[config.mk]
export PLATFORM = sky130hd
export DESIGN_NAME = smi_stm16_error_inject_monitor
export DESIGN_NICKNAME = d
export VERILOG_FILES = /design/src/rtl/smi_pkg.sv /design/src/rtl/smi_stm16_error_inject_monitor.sv
export SDC_FILE = /design/constraint.sdc
export NUM_CORES = 2
export LEC_CHECK = 0
export BUFFER_PORTS_ARGS = -buffer_cell sky130_fd_sc_hd__clkbuf_2
export CORE_UTILIZATION = 40
export DETAILED_ROUTE_END_ITERATION = 8
export GPL_TIMING_DRIVEN = 0
export RECOVER_POWER = 50
export SLEW_MARGIN = 40
export SYNTH_ARGS = -nofsm -noshare
export SYNTH_HDL_FRONTEND = slang
export SYNTH_SLANG_ARGS = --single-unit
[constraint.sdc]
create_clock -name hclk -period 9.7 [get_ports hclk]
set_input_delay 1.94 -clock hclk [delete_from_list [all_inputs] [get_ports hclk]]
set_output_delay 1.94 -clock hclk [all_outputs]
set_load 0.01 [all_outputs]
[src/rtl/smi_pkg.sv]
package smi_pkg;
  // clock and timing figures
  localparam int unsigned CLK_KHZ        = 50000;
  localparam int unsigned ES_INTERVAL_MS = 1000;
  localparam int unsigned ES_CYCLES      = ES_INTERVAL_MS * CLK_KHZ;
  localparam int unsigned FLASH_MS       = 100;
  localparam int unsigned FLASH_CYCLES   = FLASH_MS * CLK_KHZ;
  localparam int unsigned FRAME_LEN_DEF  = 64;
  localparam int unsigned CNT_W_DEF      = 24;

  // byte positions inside a frame
  localparam int unsigned POS_A1 = 0;
  localparam int unsigned POS_A2 = 1;
  localparam int unsigned POS_J0 = 2;
  localparam int unsigned POS_B1 = 3;
  localparam int unsigned POS_D7 = 4;
  localparam int unsigned POS_D8 = 5;
  localparam int unsigned POS_D9 = 6;
  localparam int unsigned POS_B2 = 7;
  localparam int unsigned POS_M1 = 8;
  localparam int unsigned POS_PL = 9;

  // overhead values, injection masks and reset values
  localparam logic [7:0]  A1_VAL      = 8'hF6;
  localparam logic [7:0]  A2_VAL      = 8'h28;
  localparam logic [7:0]  J0_PASS_VAL = 8'h01;
  localparam logic [31:0] TX_OH_RST   = 32'h0000_0000;
  localparam logic [31:0] CFG_RST     = 32'h0000_0000;
  localparam logic [7:0]  B1_INJ_MASK = 8'h01;
  localparam logic [7:0]  B2_INJ_MASK = 8'h03;
  localparam logic [7:0]  REI_INJ_VAL = 8'h01;
  localparam logic [7:0]  REI_MAX     = 8'h08;
  localparam logic [15:0] RAND_THRESH = 16'h020C;
  localparam logic [22:0] PRBS_SEED   = 23'h7FFFFF;
  localparam logic [31:0] RNG_SEED    = 32'hACE1_2468;
  localparam logic [31:0] RNG_POLY    = 32'h04C1_1DB7;

  // register byte offsets
  localparam logic [7:0] OFF_CMD    = 8'h00;
  localparam logic [7:0] OFF_CFG    = 8'h04;
  localparam logic [7:0] OFF_TX_OH  = 8'h08;
  localparam logic [7:0] OFF_STATUS = 8'h0C;
  localparam logic [7:0] OFF_RX_OH1 = 8'h10;
  localparam logic [7:0] OFF_RX_OH2 = 8'h14;
  localparam logic [7:0] OFF_B1_TOT = 8'h18;
  localparam logic [7:0] OFF_B1_ES  = 8'h1C;
  localparam logic [7:0] OFF_B2_TOT = 8'h20;
  localparam logic [7:0] OFF_B2_ES  = 8'h24;
  localparam logic [7:0] OFF_REI_TOT = 8'h28;
  localparam logic [7:0] OFF_REI_ES = 8'h2C;
  localparam logic [7:0] OFF_PRBS_TOT = 8'h30;
  localparam logic [7:0] OFF_B2_BITS = 8'h34;

  // command bits (write one to act)
  localparam int unsigned CMD_RUN_TGL   = 0;
  localparam int unsigned CMD_PAUSE_TGL = 1;
  localparam int unsigned CMD_INJ_B1    = 2;
  localparam int unsigned CMD_INJ_B2    = 3;
  localparam int unsigned CMD_INJ_REI   = 4;
  // configuration bits
  localparam int unsigned CFG_TX_PRBS = 0;
  localparam int unsigned CFG_RX_PRBS = 1;
  localparam int unsigned CFG_J0_SET  = 2;
  localparam int unsigned CFG_RAND    = 3;
endpackage : smi_pkg

[src/rtl/smi_stm16_error_inject_monitor.sv]
`timescale 1ns/1ps
module smi_stm16_error_inject_monitor #(
  parameter int unsigned FRAME_LEN = smi_pkg::FRAME_LEN_DEF,
  parameter int unsigned CNT_W     = smi_pkg::CNT_W_DEF,
  parameter int unsigned ES_CYC    = smi_pkg::ES_CYCLES,
  parameter int unsigned FLASH_CYC = smi_pkg::FLASH_CYCLES
) (
  input  wire logic        hclk,
  input  wire logic        hresetn,
  input  wire logic        hsel,
  input  wire logic [31:0] haddr,
  input  wire logic [1:0]  htrans,
  input  wire logic        hwrite,
  input  wire logic [2:0]  hsize,
  input  wire logic [31:0] hwdata,
  input  wire logic        hready,
  output logic      [31:0] hrdata,
  output logic             hreadyout,
  output logic             hresp,
  input  wire logic        link_clk,
  input  wire logic [7:0]  rx_data,
  output logic      [7:0]  tx_data,
  output logic             inj_active_led,
  output logic             b1_led,
  output logic             b2_led,
  output logic             rei_led,
  output logic             run_led,
  output logic             pause_led
);
  import smi_pkg::*;

  localparam int unsigned POS_W = $clog2(FRAME_LEN);
  localparam logic [POS_W-1:0] LAST_POS = POS_W'(FRAME_LEN - 1);
  localparam logic [31:0] B2_BITS_FRM = 32'(8 * (FRAME_LEN - POS_D7));

  // refuse sizes the byte map and counters cannot hold
  if (FRAME_LEN < 16 || FRAME_LEN > 4096) $error("FRAME_LEN out of range");
  if (CNT_W < 8 || CNT_W > 32) $error("CNT_W out of range");
  if (ES_CYC < 2 || FLASH_CYC < 2) $error("interval too short");

  function automatic logic [3:0] popcnt8(input logic [7:0] v);
    logic [3:0] n;
    n = 4'h0;
    for (int i = 0; i < 8; i++)
      n = n + {3'h0, v[i]};
    return n;
  endfunction : popcnt8

  // eight steps of x^23 + x^18 + 1, newest bit in bit 0
  function automatic logic [22:0] prbs_next8(input logic [22:0] s);
    logic [22:0] r;
    r = s;
    for (int i = 0; i < 8; i++)
      r = {r[21:0], r[22] ^ r[17]};
    return r;
  endfunction : prbs_next8

  // saturating add; top bit reports overflow
  function automatic logic [CNT_W:0] sat_add(input logic [CNT_W-1:0] c, input logic [3:0] n);
    logic [CNT_W:0] s;
    s = {1'b0, c} + (CNT_W+1)'(n);
    if (s[CNT_W])
      s = {1'b1, {CNT_W{1'b1}}};
    return s;
  endfunction : sat_add

  // link clock and receive byte synchronisers
  logic [2:0] lclk_q;
  logic [7:0] rx_s1_q;
  logic [7:0] rx_s2_q;
  always_ff @(posedge hclk or negedge hresetn)
  begin
    if (!hresetn)
    begin
      lclk_q  <= 3'h0;
      rx_s1_q <= 8'h00;
      rx_s2_q <= 8'h00;
    end
    else
    begin
      lclk_q  <= {lclk_q[1:0], link_clk};
      rx_s1_q <= rx_data;
      rx_s2_q <= rx_s1_q;
    end
  end
  wire byte_stb = lclk_q[1] & ~lclk_q[2];

  // bus slave: zero wait state, registered read data
  logic        wr_pend_q;
  logic [7:0]  wr_addr_q;
  logic [31:0] cfg_q;
  logic [31:0] tx_oh_q;
  logic        run_q;
  logic        pause_q;
  wire         bus_acc = hsel & htrans[1] & hready;
  wire         cmd_wr  = wr_pend_q && (wr_addr_q == OFF_CMD);
  wire [4:0]   cmd     = cmd_wr ? hwdata[4:0] : 5'h00;
  wire         clr     = cmd[CMD_RUN_TGL] & ~run_q;
  wire         cnt_en  = run_q & ~pause_q;
  logic [31:0] rd_mux;

  always_ff @(posedge hclk or negedge hresetn)
  begin
    if (!hresetn)
    begin
      wr_pend_q <= 1'b0;
      wr_addr_q <= 8'h00;
      hrdata    <= 32'h0000_0000;
      hreadyout <= 1'b0;
      hresp     <= 1'b0;
      cfg_q     <= CFG_RST;
      tx_oh_q   <= TX_OH_RST;
      run_q     <= 1'b0;
      pause_q   <= 1'b0;
    end
    else
    begin
      hreadyout <= 1'b1;
      hresp     <= 1'b0;
      wr_pend_q <= bus_acc & hwrite;
      wr_addr_q <= haddr[7:0];
      if (bus_acc && !hwrite)
        hrdata <= rd_mux;
      if (wr_pend_q && wr_addr_q == OFF_CFG)
        cfg_q <= hwdata;
      if (wr_pend_q && wr_addr_q == OFF_TX_OH)
        tx_oh_q <= hwdata;
      if (cmd[CMD_RUN_TGL])
        run_q <= ~run_q;
      if (cmd[CMD_PAUSE_TGL])
        pause_q <= ~pause_q;
    end
  end

  // transmit byte path
  logic [POS_W-1:0] tx_pos_q;
  logic [7:0]  tx_b1_acc_q;
  logic [7:0]  tx_b2_acc_q;
  logic [7:0]  tx_b1_q;
  logic [7:0]  tx_b2_q;
  logic [22:0] tx_prbs_q;
  logic [31:0] rng_q;
  logic        pend_b1_q;
  logic        pend_b2_q;
  logic        pend_rei_q;
  wire  [22:0] tx_prbs_nx = prbs_next8(tx_prbs_q);
  wire         tx_pl      = tx_pos_q >= POS_W'(POS_PL);
  wire         tx_in_b2   = tx_pos_q >= POS_W'(POS_D7);
  wire  [7:0]  tx_j0      = cfg_q[CFG_J0_SET] ? tx_oh_q[7:0] : J0_PASS_VAL;
  wire  [7:0]  tx_raw     =
    (tx_pos_q == POS_W'(POS_A1)) ? A1_VAL :
    (tx_pos_q == POS_W'(POS_A2)) ? A2_VAL :
    (tx_pos_q == POS_W'(POS_J0)) ? tx_j0 :
    (tx_pos_q == POS_W'(POS_B1)) ? (pend_b1_q ? tx_b1_q ^ B1_INJ_MASK : tx_b1_q) :
    (tx_pos_q == POS_W'(POS_D7)) ? tx_oh_q[15:8] :
    (tx_pos_q == POS_W'(POS_D8)) ? tx_oh_q[23:16] :
    (tx_pos_q == POS_W'(POS_D9)) ? tx_oh_q[31:24] :
    (tx_pos_q == POS_W'(POS_B2)) ? (pend_b2_q ? tx_b2_q ^ B2_INJ_MASK : tx_b2_q) :
    (tx_pos_q == POS_W'(POS_M1)) ? (pend_rei_q ? REI_INJ_VAL : 8'h00) :
    (cfg_q[CFG_TX_PRBS] ? tx_prbs_nx[7:0] : 8'h00);
  // random hits spare the framing bytes so the analyzer keeps alignment
  wire         rand_hit   = cfg_q[CFG_RAND] && rng_q[15:0] < RAND_THRESH &&
                            tx_pos_q > POS_W'(POS_A2);
  wire  [7:0]  rand_mask  = rand_hit ? (8'h01 << rng_q[18:16]) : 8'h00;
  wire         tx_last    = tx_pos_q == LAST_POS;
  wire  [7:0]  tx_b1_nx   = tx_b1_acc_q ^ tx_raw;
  wire  [7:0]  tx_b2_nx   = tx_in_b2 ? tx_b2_acc_q ^ tx_raw : tx_b2_acc_q;

  // parity covers the sent frame before random hits, so those show at the far end
  always_ff @(posedge hclk or negedge hresetn)
  begin
    if (!hresetn)
    begin
      tx_pos_q    <= '0;
      tx_b1_acc_q <= 8'h00;
      tx_b2_acc_q <= 8'h00;
      tx_b1_q     <= 8'h00;
      tx_b2_q     <= 8'h00;
      tx_prbs_q   <= PRBS_SEED;
      rng_q       <= RNG_SEED;
      pend_b1_q   <= 1'b0;
      pend_b2_q   <= 1'b0;
      pend_rei_q  <= 1'b0;
      tx_data     <= 8'h00;
    end
    else
    begin
      rng_q <= {rng_q[30:0], 1'b0} ^ (rng_q[31] ? RNG_POLY : 32'h0000_0000);
      if (byte_stb)
      begin
        tx_data     <= tx_raw ^ rand_mask;
        tx_pos_q    <= tx_last ? '0 : tx_pos_q + 1'b1;
        tx_b1_acc_q <= tx_last ? 8'h00 : tx_b1_nx;
        tx_b2_acc_q <= tx_last ? 8'h00 : tx_b2_nx;
        if (tx_last)
        begin
          tx_b1_q <= tx_b1_nx;
          tx_b2_q <= tx_b2_nx;
        end
        if (tx_pl && cfg_q[CFG_TX_PRBS])
          tx_prbs_q <= tx_prbs_nx;
      end
      // a request in the cycle its byte goes out is kept for the next frame
      pend_b1_q  <= cmd[CMD_INJ_B1] | (pend_b1_q & ~(byte_stb && tx_pos_q == POS_W'(POS_B1)));
      pend_b2_q  <= cmd[CMD_INJ_B2] | (pend_b2_q & ~(byte_stb && tx_pos_q == POS_W'(POS_B2)));
      pend_rei_q <= cmd[CMD_INJ_REI] | (pend_rei_q & ~(byte_stb && tx_pos_q == POS_W'(POS_M1)));
    end
  end

  // receive framing, overhead capture and parity check
  logic [POS_W-1:0] rx_pos_q;
  logic        locked_q;
  logic        ref_ok_q;
  logic [7:0]  rx_prev_q;
  logic [7:0]  rx_b1_acc_q;
  logic [7:0]  rx_b2_acc_q;
  logic [7:0]  rx_b1_ref_q;
  logic [7:0]  rx_b2_ref_q;
  logic [22:0] rx_prbs_q;
  logic [23:0] rx_oh1_q;
  logic [23:0] rx_oh2_q;
  wire  [22:0] rx_prbs_nx = prbs_next8(rx_prbs_q);
  wire         rx_last    = rx_pos_q == LAST_POS;
  wire         rx_chk     = byte_stb & locked_q & ref_ok_q;
  wire  [7:0]  rei_val    = (rx_s2_q > REI_MAX) ? REI_MAX : rx_s2_q;
  wire  [3:0]  inc [3];
  assign inc[0] = (rx_chk && rx_pos_q == POS_W'(POS_B1)) ? popcnt8(rx_s2_q ^ rx_b1_ref_q) : 4'h0;
  assign inc[1] = (rx_chk && rx_pos_q == POS_W'(POS_B2)) ? popcnt8(rx_s2_q ^ rx_b2_ref_q) : 4'h0;
  assign inc[2] = (rx_chk && rx_pos_q == POS_W'(POS_M1)) ? rei_val[3:0] : 4'h0;
  wire  [3:0]  prbs_inc   = (byte_stb && locked_q && cfg_q[CFG_RX_PRBS] && rx_pos_q >= POS_W'(POS_PL)) ?
                            popcnt8(rx_s2_q ^ rx_prbs_nx[7:0]) : 4'h0;

  always_ff @(posedge hclk or negedge hresetn)
  begin
    if (!hresetn)
    begin
      rx_pos_q    <= '0;
      locked_q    <= 1'b0;
      ref_ok_q    <= 1'b0;
      rx_prev_q   <= 8'h00;
      rx_b1_acc_q <= 8'h00;
      rx_b2_acc_q <= 8'h00;
      rx_b1_ref_q <= 8'h00;
      rx_b2_ref_q <= 8'h00;
      rx_prbs_q   <= PRBS_SEED;
      rx_oh1_q    <= 24'h000000;
      rx_oh2_q    <= 24'h000000;
    end
    else if (byte_stb)
    begin
      rx_prev_q <= rx_s2_q;
      rx_prbs_q <= (locked_q && rx_pos_q >= POS_W'(POS_PL)) ? {rx_prbs_q[14:0], rx_s2_q} : rx_prbs_q; // payload only
      if (!locked_q)
      begin
        ref_ok_q <= 1'b0;
        if (rx_prev_q == A1_VAL && rx_s2_q == A2_VAL)
        begin
          locked_q    <= 1'b1;
          rx_pos_q    <= POS_W'(POS_J0);
          rx_b1_acc_q <= A1_VAL ^ A2_VAL;
          rx_b2_acc_q <= 8'h00;
          rx_oh1_q[15:0] <= {A2_VAL, A1_VAL};
        end
      end
      else
      begin
        if ((rx_pos_q == POS_W'(POS_A1) && rx_s2_q != A1_VAL) ||
            (rx_pos_q == POS_W'(POS_A2) && rx_s2_q != A2_VAL))
          locked_q <= 1'b0;
        rx_pos_q    <= rx_last ? '0 : rx_pos_q + 1'b1;
        rx_b1_acc_q <= rx_last ? 8'h00 : rx_b1_acc_q ^ rx_s2_q;
        rx_b2_acc_q <= rx_last ? 8'h00 :
                       (rx_pos_q >= POS_W'(POS_D7)) ? rx_b2_acc_q ^ rx_s2_q : rx_b2_acc_q;
        if (rx_last)
        begin
          rx_b1_ref_q <= rx_b1_acc_q ^ rx_s2_q;
          rx_b2_ref_q <= rx_b2_acc_q ^ rx_s2_q;
          ref_ok_q    <= 1'b1;
        end
        if (rx_pos_q == POS_W'(POS_A1))
          rx_oh1_q[7:0] <= rx_s2_q;
        if (rx_pos_q == POS_W'(POS_A2))
          rx_oh1_q[15:8] <= rx_s2_q;
        if (rx_pos_q == POS_W'(POS_J0))
          rx_oh1_q[23:16] <= rx_s2_q;
        if (rx_pos_q == POS_W'(POS_D7))
          rx_oh2_q[7:0] <= rx_s2_q;
        if (rx_pos_q == POS_W'(POS_D8))
          rx_oh2_q[15:8] <= rx_s2_q;
        if (rx_pos_q == POS_W'(POS_D9))
          rx_oh2_q[23:16] <= rx_s2_q;
      end
    end
  end

  // error counters, errored seconds, overflow and status lights
  logic [CNT_W-1:0] tot_q [3];
  logic [CNT_W-1:0] es_q [3];
  logic [2:0]       ovf_q;
  logic [2:0]       sec_err_q;
  logic [31:0]      sec_cnt_q;
  logic [31:0]      flash_q [3];
  logic [2:0]       led_q;
  logic [CNT_W-1:0] prbs_tot_q;
  logic [31:0]      b2_bits_q;
  wire              sec_tick = cnt_en && (sec_cnt_q == ES_CYC - 1);

  always_ff @(posedge hclk or negedge hresetn)
  begin
    if (!hresetn)
    begin
      for (int t = 0; t < 3; t++)
      begin
        tot_q[t]   <= '0;
        es_q[t]    <= '0;
        flash_q[t] <= 32'h0000_0000;
      end
      ovf_q      <= 3'h0;
      sec_err_q  <= 3'h0;
      sec_cnt_q  <= 32'h0000_0000;
      led_q      <= 3'h0;
      prbs_tot_q <= '0;
      b2_bits_q  <= 32'h0000_0000;
      inj_active_led <= 1'b0;
    end
    else
    begin
      inj_active_led <= cfg_q[CFG_RAND];
      for (int t = 0; t < 3; t++)
      begin
        // a fresh error restarts the flash; pause holds the light as it is
        if (!pause_q && inc[t] != 4'h0)
          flash_q[t] <= FLASH_CYC;
        else if (!pause_q && flash_q[t] != 32'h0000_0000)
          flash_q[t] <= flash_q[t] - 32'h0000_0001;
        led_q[t] <= flash_q[t] != 32'h0000_0000;
      end
      if (clr)
      begin
        for (int t = 0; t < 3; t++)
        begin
          tot_q[t] <= '0;
          es_q[t]  <= '0;
        end
        ovf_q      <= 3'h0;
        sec_err_q  <= 3'h0;
        sec_cnt_q  <= 32'h0000_0000;
        prbs_tot_q <= '0;
        b2_bits_q  <= 32'h0000_0000;
      end
      else if (cnt_en)
      begin
        sec_cnt_q <= sec_tick ? 32'h0000_0000 : sec_cnt_q + 32'h0000_0001;
        for (int t = 0; t < 3; t++)
        begin
          {ovf_q[t], tot_q[t]} <= {ovf_q[t], {CNT_W{1'b0}}} | sat_add(tot_q[t], inc[t]);
          if (sec_tick && (sec_err_q[t] || inc[t] != 4'h0))
            es_q[t] <= CNT_W'(sat_add(es_q[t], 4'h1));
          // an error in the tick cycle is charged to the closing second
          sec_err_q[t] <= sec_tick ? 1'b0 : (sec_err_q[t] | (inc[t] != 4'h0));
        end
        prbs_tot_q <= CNT_W'(sat_add(prbs_tot_q, prbs_inc));
        if (rx_chk && rx_pos_q == POS_W'(POS_B2))
          b2_bits_q <= b2_bits_q + B2_BITS_FRM;
      end
    end
  end

  assign b1_led    = led_q[0];
  assign b2_led    = led_q[1];
  assign rei_led   = led_q[2];
  assign run_led   = run_q;
  assign pause_led = pause_q;

  // read selection; unmapped words read zero
  wire [31:0] status_w = {22'h000000, locked_q, ovf_q, led_q, cfg_q[CFG_RAND], pause_q, run_q};
  wire [7:0]  rd_off   = {haddr[7:2], 2'b00};
  assign rd_mux =
    (rd_off == OFF_CFG)      ? cfg_q :
    (rd_off == OFF_TX_OH)    ? tx_oh_q :
    (rd_off == OFF_STATUS)   ? status_w :
    (rd_off == OFF_RX_OH1)   ? {8'h00, rx_oh1_q} :
    (rd_off == OFF_RX_OH2)   ? {8'h00, rx_oh2_q} :
    (rd_off == OFF_B1_TOT)   ? 32'(tot_q[0]) :
    (rd_off == OFF_B1_ES)    ? 32'(es_q[0]) :
    (rd_off == OFF_B2_TOT)   ? 32'(tot_q[1]) :
    (rd_off == OFF_B2_ES)    ? 32'(es_q[1]) :
    (rd_off == OFF_REI_TOT)  ? 32'(tot_q[2]) :
    (rd_off == OFF_REI_ES)   ? 32'(es_q[2]) :
    (rd_off == OFF_PRBS_TOT) ? 32'(prbs_tot_q) :
    (rd_off == OFF_B2_BITS)  ? b2_bits_q : 32'h0000_0000;
endmodule : smi_stm16_error_inject_monitor

==> impl_metrics.toml <==
[outcome]
status = "finished with violations"
violations = "capacitance limit, slew limit"

[floorplanning]
num_rows = 110
core_area_um2 = 90400
die_area_um2 = 92900
die_width_um = 305
die-height_um = 305
ioPinCount = 131
start_util_pct = 40.6

[cts]
cts_buffers = 79
cts_tree = "yes"
postCtsSetupBuffers = 0
cts_buffer_depth = 3
cts_sinks = 683
clockRootBuffer = "clkbuf_16"
clk_pin_slew_ns = 0.06
cts.repair.resized = 0
clock_latency_ns = 0.66
htree_levels = 3
hold_buffers = 0

[timing]
worst_slew_pin_slew_ns = 3.48
worst_clock_skew_ns = 0.0304
grt_setup_unrepaired = "false"
fin_crit_ns = 7.47
finalSetupViolations = 0
final_hold_viol_count = 0
fin_crit_sh_pct = 77.0
setup_ws_ns = 2.23
holdWs_ns = 0.330
slew_violations = 346
relSlewSlack_pct = -132
clock.fmax_ghz = 0.134

[layout]
layout-drive-gt1-share_pct = 13.3
final_common_cell = "dfrtp_1"
fin_util_pct = 46.2
area_growth_pct = 14.0
layout.nets = 4205
fin_cells = 5307
layout_common_cells = "624 x dfrtp_1, 386 x nand2_1, 354 x nor2_1"

[placement]
pre_cts_slack_ns = 2.40
gp_congestion = 1.00
dp_hpwl_mm = 91.3
io_buffers = 101
dp.cells = 5156

[route]
avgRoutedWirePerCell_um = 23.5
drtIter0Drc = 4031
vias_per_cell = 6.08
remaining_drc_errors = 0
drt_wl_total_mm = 125
firstDrtPassIters = 6
vias = 32300
drt.antenna.violating_nets = 0

[yosys]
synth_ff_type = "dfrtp_1"
synth_cell_types = 96
syn-num-nets = 4009
synth_seq_cells = 683
synth_edf_count = 0
yosysSeqAreaShare_pct = 46.8
async_flop_share_pct = 100
syn-cell-area_um2 = 36700
yosysTopAreaCell = "dfrtp_1"
postSynthCellCount = 3867
yosysWarnings = 0
yosys-top-cells-area = "dfrtp_1 43%, mux2_2 4.6%, dfstp_2 4.2%"
synth_top_area_share_pct = 42.6
syn_area_per_cell_um2 = 9.48

[setup_path]
start_kind = "flop"
arrival_ns = 7.99
worstPathRequired_ns = 10.22
critPathBufInv = 7
crit_type = "reg -> reg"
path_common_cell = "fa_1"
cp_cell_sequence = "clkbuf_1, buf_1, xnor2_1, fa_1, inv_1, fa_1, inv_1, fa_1, inv_1, ha_1, fa_1, and3_1, fa_1, a21o_1, a21oi_1, or4_1, clkbuf_1, clkbuf_1, nand2_1, o21ai_0, nor2_1"
cp-end-kind = "flop"
cp_slowest_cell = "buf_1"
crit_path_max_fanout = 10
cp_top_family = "adder cells"
crit_path_max_incr_delay_ns = 0.75

[grt]
grt_use_met1_pct = 38.2
grt_pass1_vias = 30300
grt.met3_usage_pct = 4.26
grt_busiest_layer = "met2"
globalRouteMet2Util_pct = 40.3
antenna_found_initial = 4
grt_max_degree = 70
grt_pass1_wl_mm = 190
track_usage_pct = 26.5
grt_overflow_total = 0

[power]
power_uw = 7550
ir_drop_mv = 0.129
power_density_nw_per_um2 = 181
leakage_uw = 0.0182

[job]
drv_cap = 6

[hold_path]
hp-class = "reg -> reg"
-- worst paths after layout --
path | start | to | slack (ns) | cells after the start
worst max-delay path | rx_s2_q[0] | prbs_tot_q[4] | 2.23 | 21
max in group asynchronous | hresetn | rx_prbs_q[5] | 2.43 | 5
worst min-delay path | rx_s1_q[1] | rx_s2_q[1] | 0.33 | 0
worst min register to register | rx_s1_q[1] | rx_s2_q[1] | 0.33 | 0
worst max register to register | rx_s2_q[0] | prbs_tot_q[4] | 2.23 | 21
min in group asynchronous | hresetn | b2_bits_q[13] | 2.15 | 1
-- power breakdown --
part           switching, µW  internal, µW  leakage (µW)
clock network           1290          1870       0.00136
logic                    774           439       0.00863
registers                147          3030       0.00820
-- synth_stat cells, drive strengths merged (12+ instances only) --
cell	number
a221oi	22
dfrtp	624
a31oi	54
mux2i	58
and4	21
dfstp	59
xor2	103
inv	89
nand4	53
a22o	31
nor2	354
o21ai	282
nor3b	17
a311oi	19
o22ai	24
xnor2	90
mux2	150
nand4b	12
or2	15
a31o	12
nor3	123
o31ai	19
or3	41
buf	34
fa	16
and2	20
a211oi	38
o21a	14
and3	72
a22oi	28
a21oi	217
o311ai	15
nand2	386
o211ai	49
or4	29
clkbuf	184
a41oi	15
nor4	63
nand2b	24
nand3	165
ha	43
nor2b	15
nor4b	19
-- per-layer routing --
metal / part of all wire [%] / wire length [µm]
met1: 44 / 55300
met4: 3.5 / 4400
met5: 0 / 0
met2: 44 / 55300
met3: 8.0 / 9960
-- cell families after synthesis --
| family | count (synthesis) | synth area share [%] |
|---|---|---|
| flip-flops | 683 | 46.8 |
| AND/OR/NAND/NOR | 1462 | 19.8 |
| adder cells (fa/ha/maj) | 59 | 2.34 |
| XOR/XNOR | 193 | 4.61 |
| multiplexers | 214 | 6.56 |
| AO/OA/AOI/OAI | 946 | 16.6 |
| buffers and inverters | 308 | 3.22 |
| other | 2 | 0.0205 |
-- state kept, by name, indices dropped and copies added, names as in the netlist, 23 cells and up --
signal and count:
cfg_q 32, rx_oh2_q 24, b2_bits_q 27, es_q 72, hrdata 32, rx_oh1_q 24, tx_prbs_q 23, tot_q 72
tx_oh_q 32, rng_q 32, rx_prbs_q 23, prbs_tot_q 24, flash_q 96, sec_cnt_q 32
-- through the flow --
step	cell area, µm²	setup TNS (ns)
2_1_floorplan	36700	0
3_3_place_gp	38600	-6659.40
3_5_place_dp	39100	0
4_1_cts	41900	0
5_1_grt	41800	0
6_report	41800	0
-- cell type report --
cell class,count,area (µm²)
clock buffer,110,2340
sequential,683,17200
timing repair buffer,115,708
inverter,90,338
tap,1176,1470
clock inverter,38,453
buffer,218,867
fill,8623,48600
antenna,1,2.50
multi-input combinational,2876,18400
No activity file was read; power rests on OpenSTA's default activity.
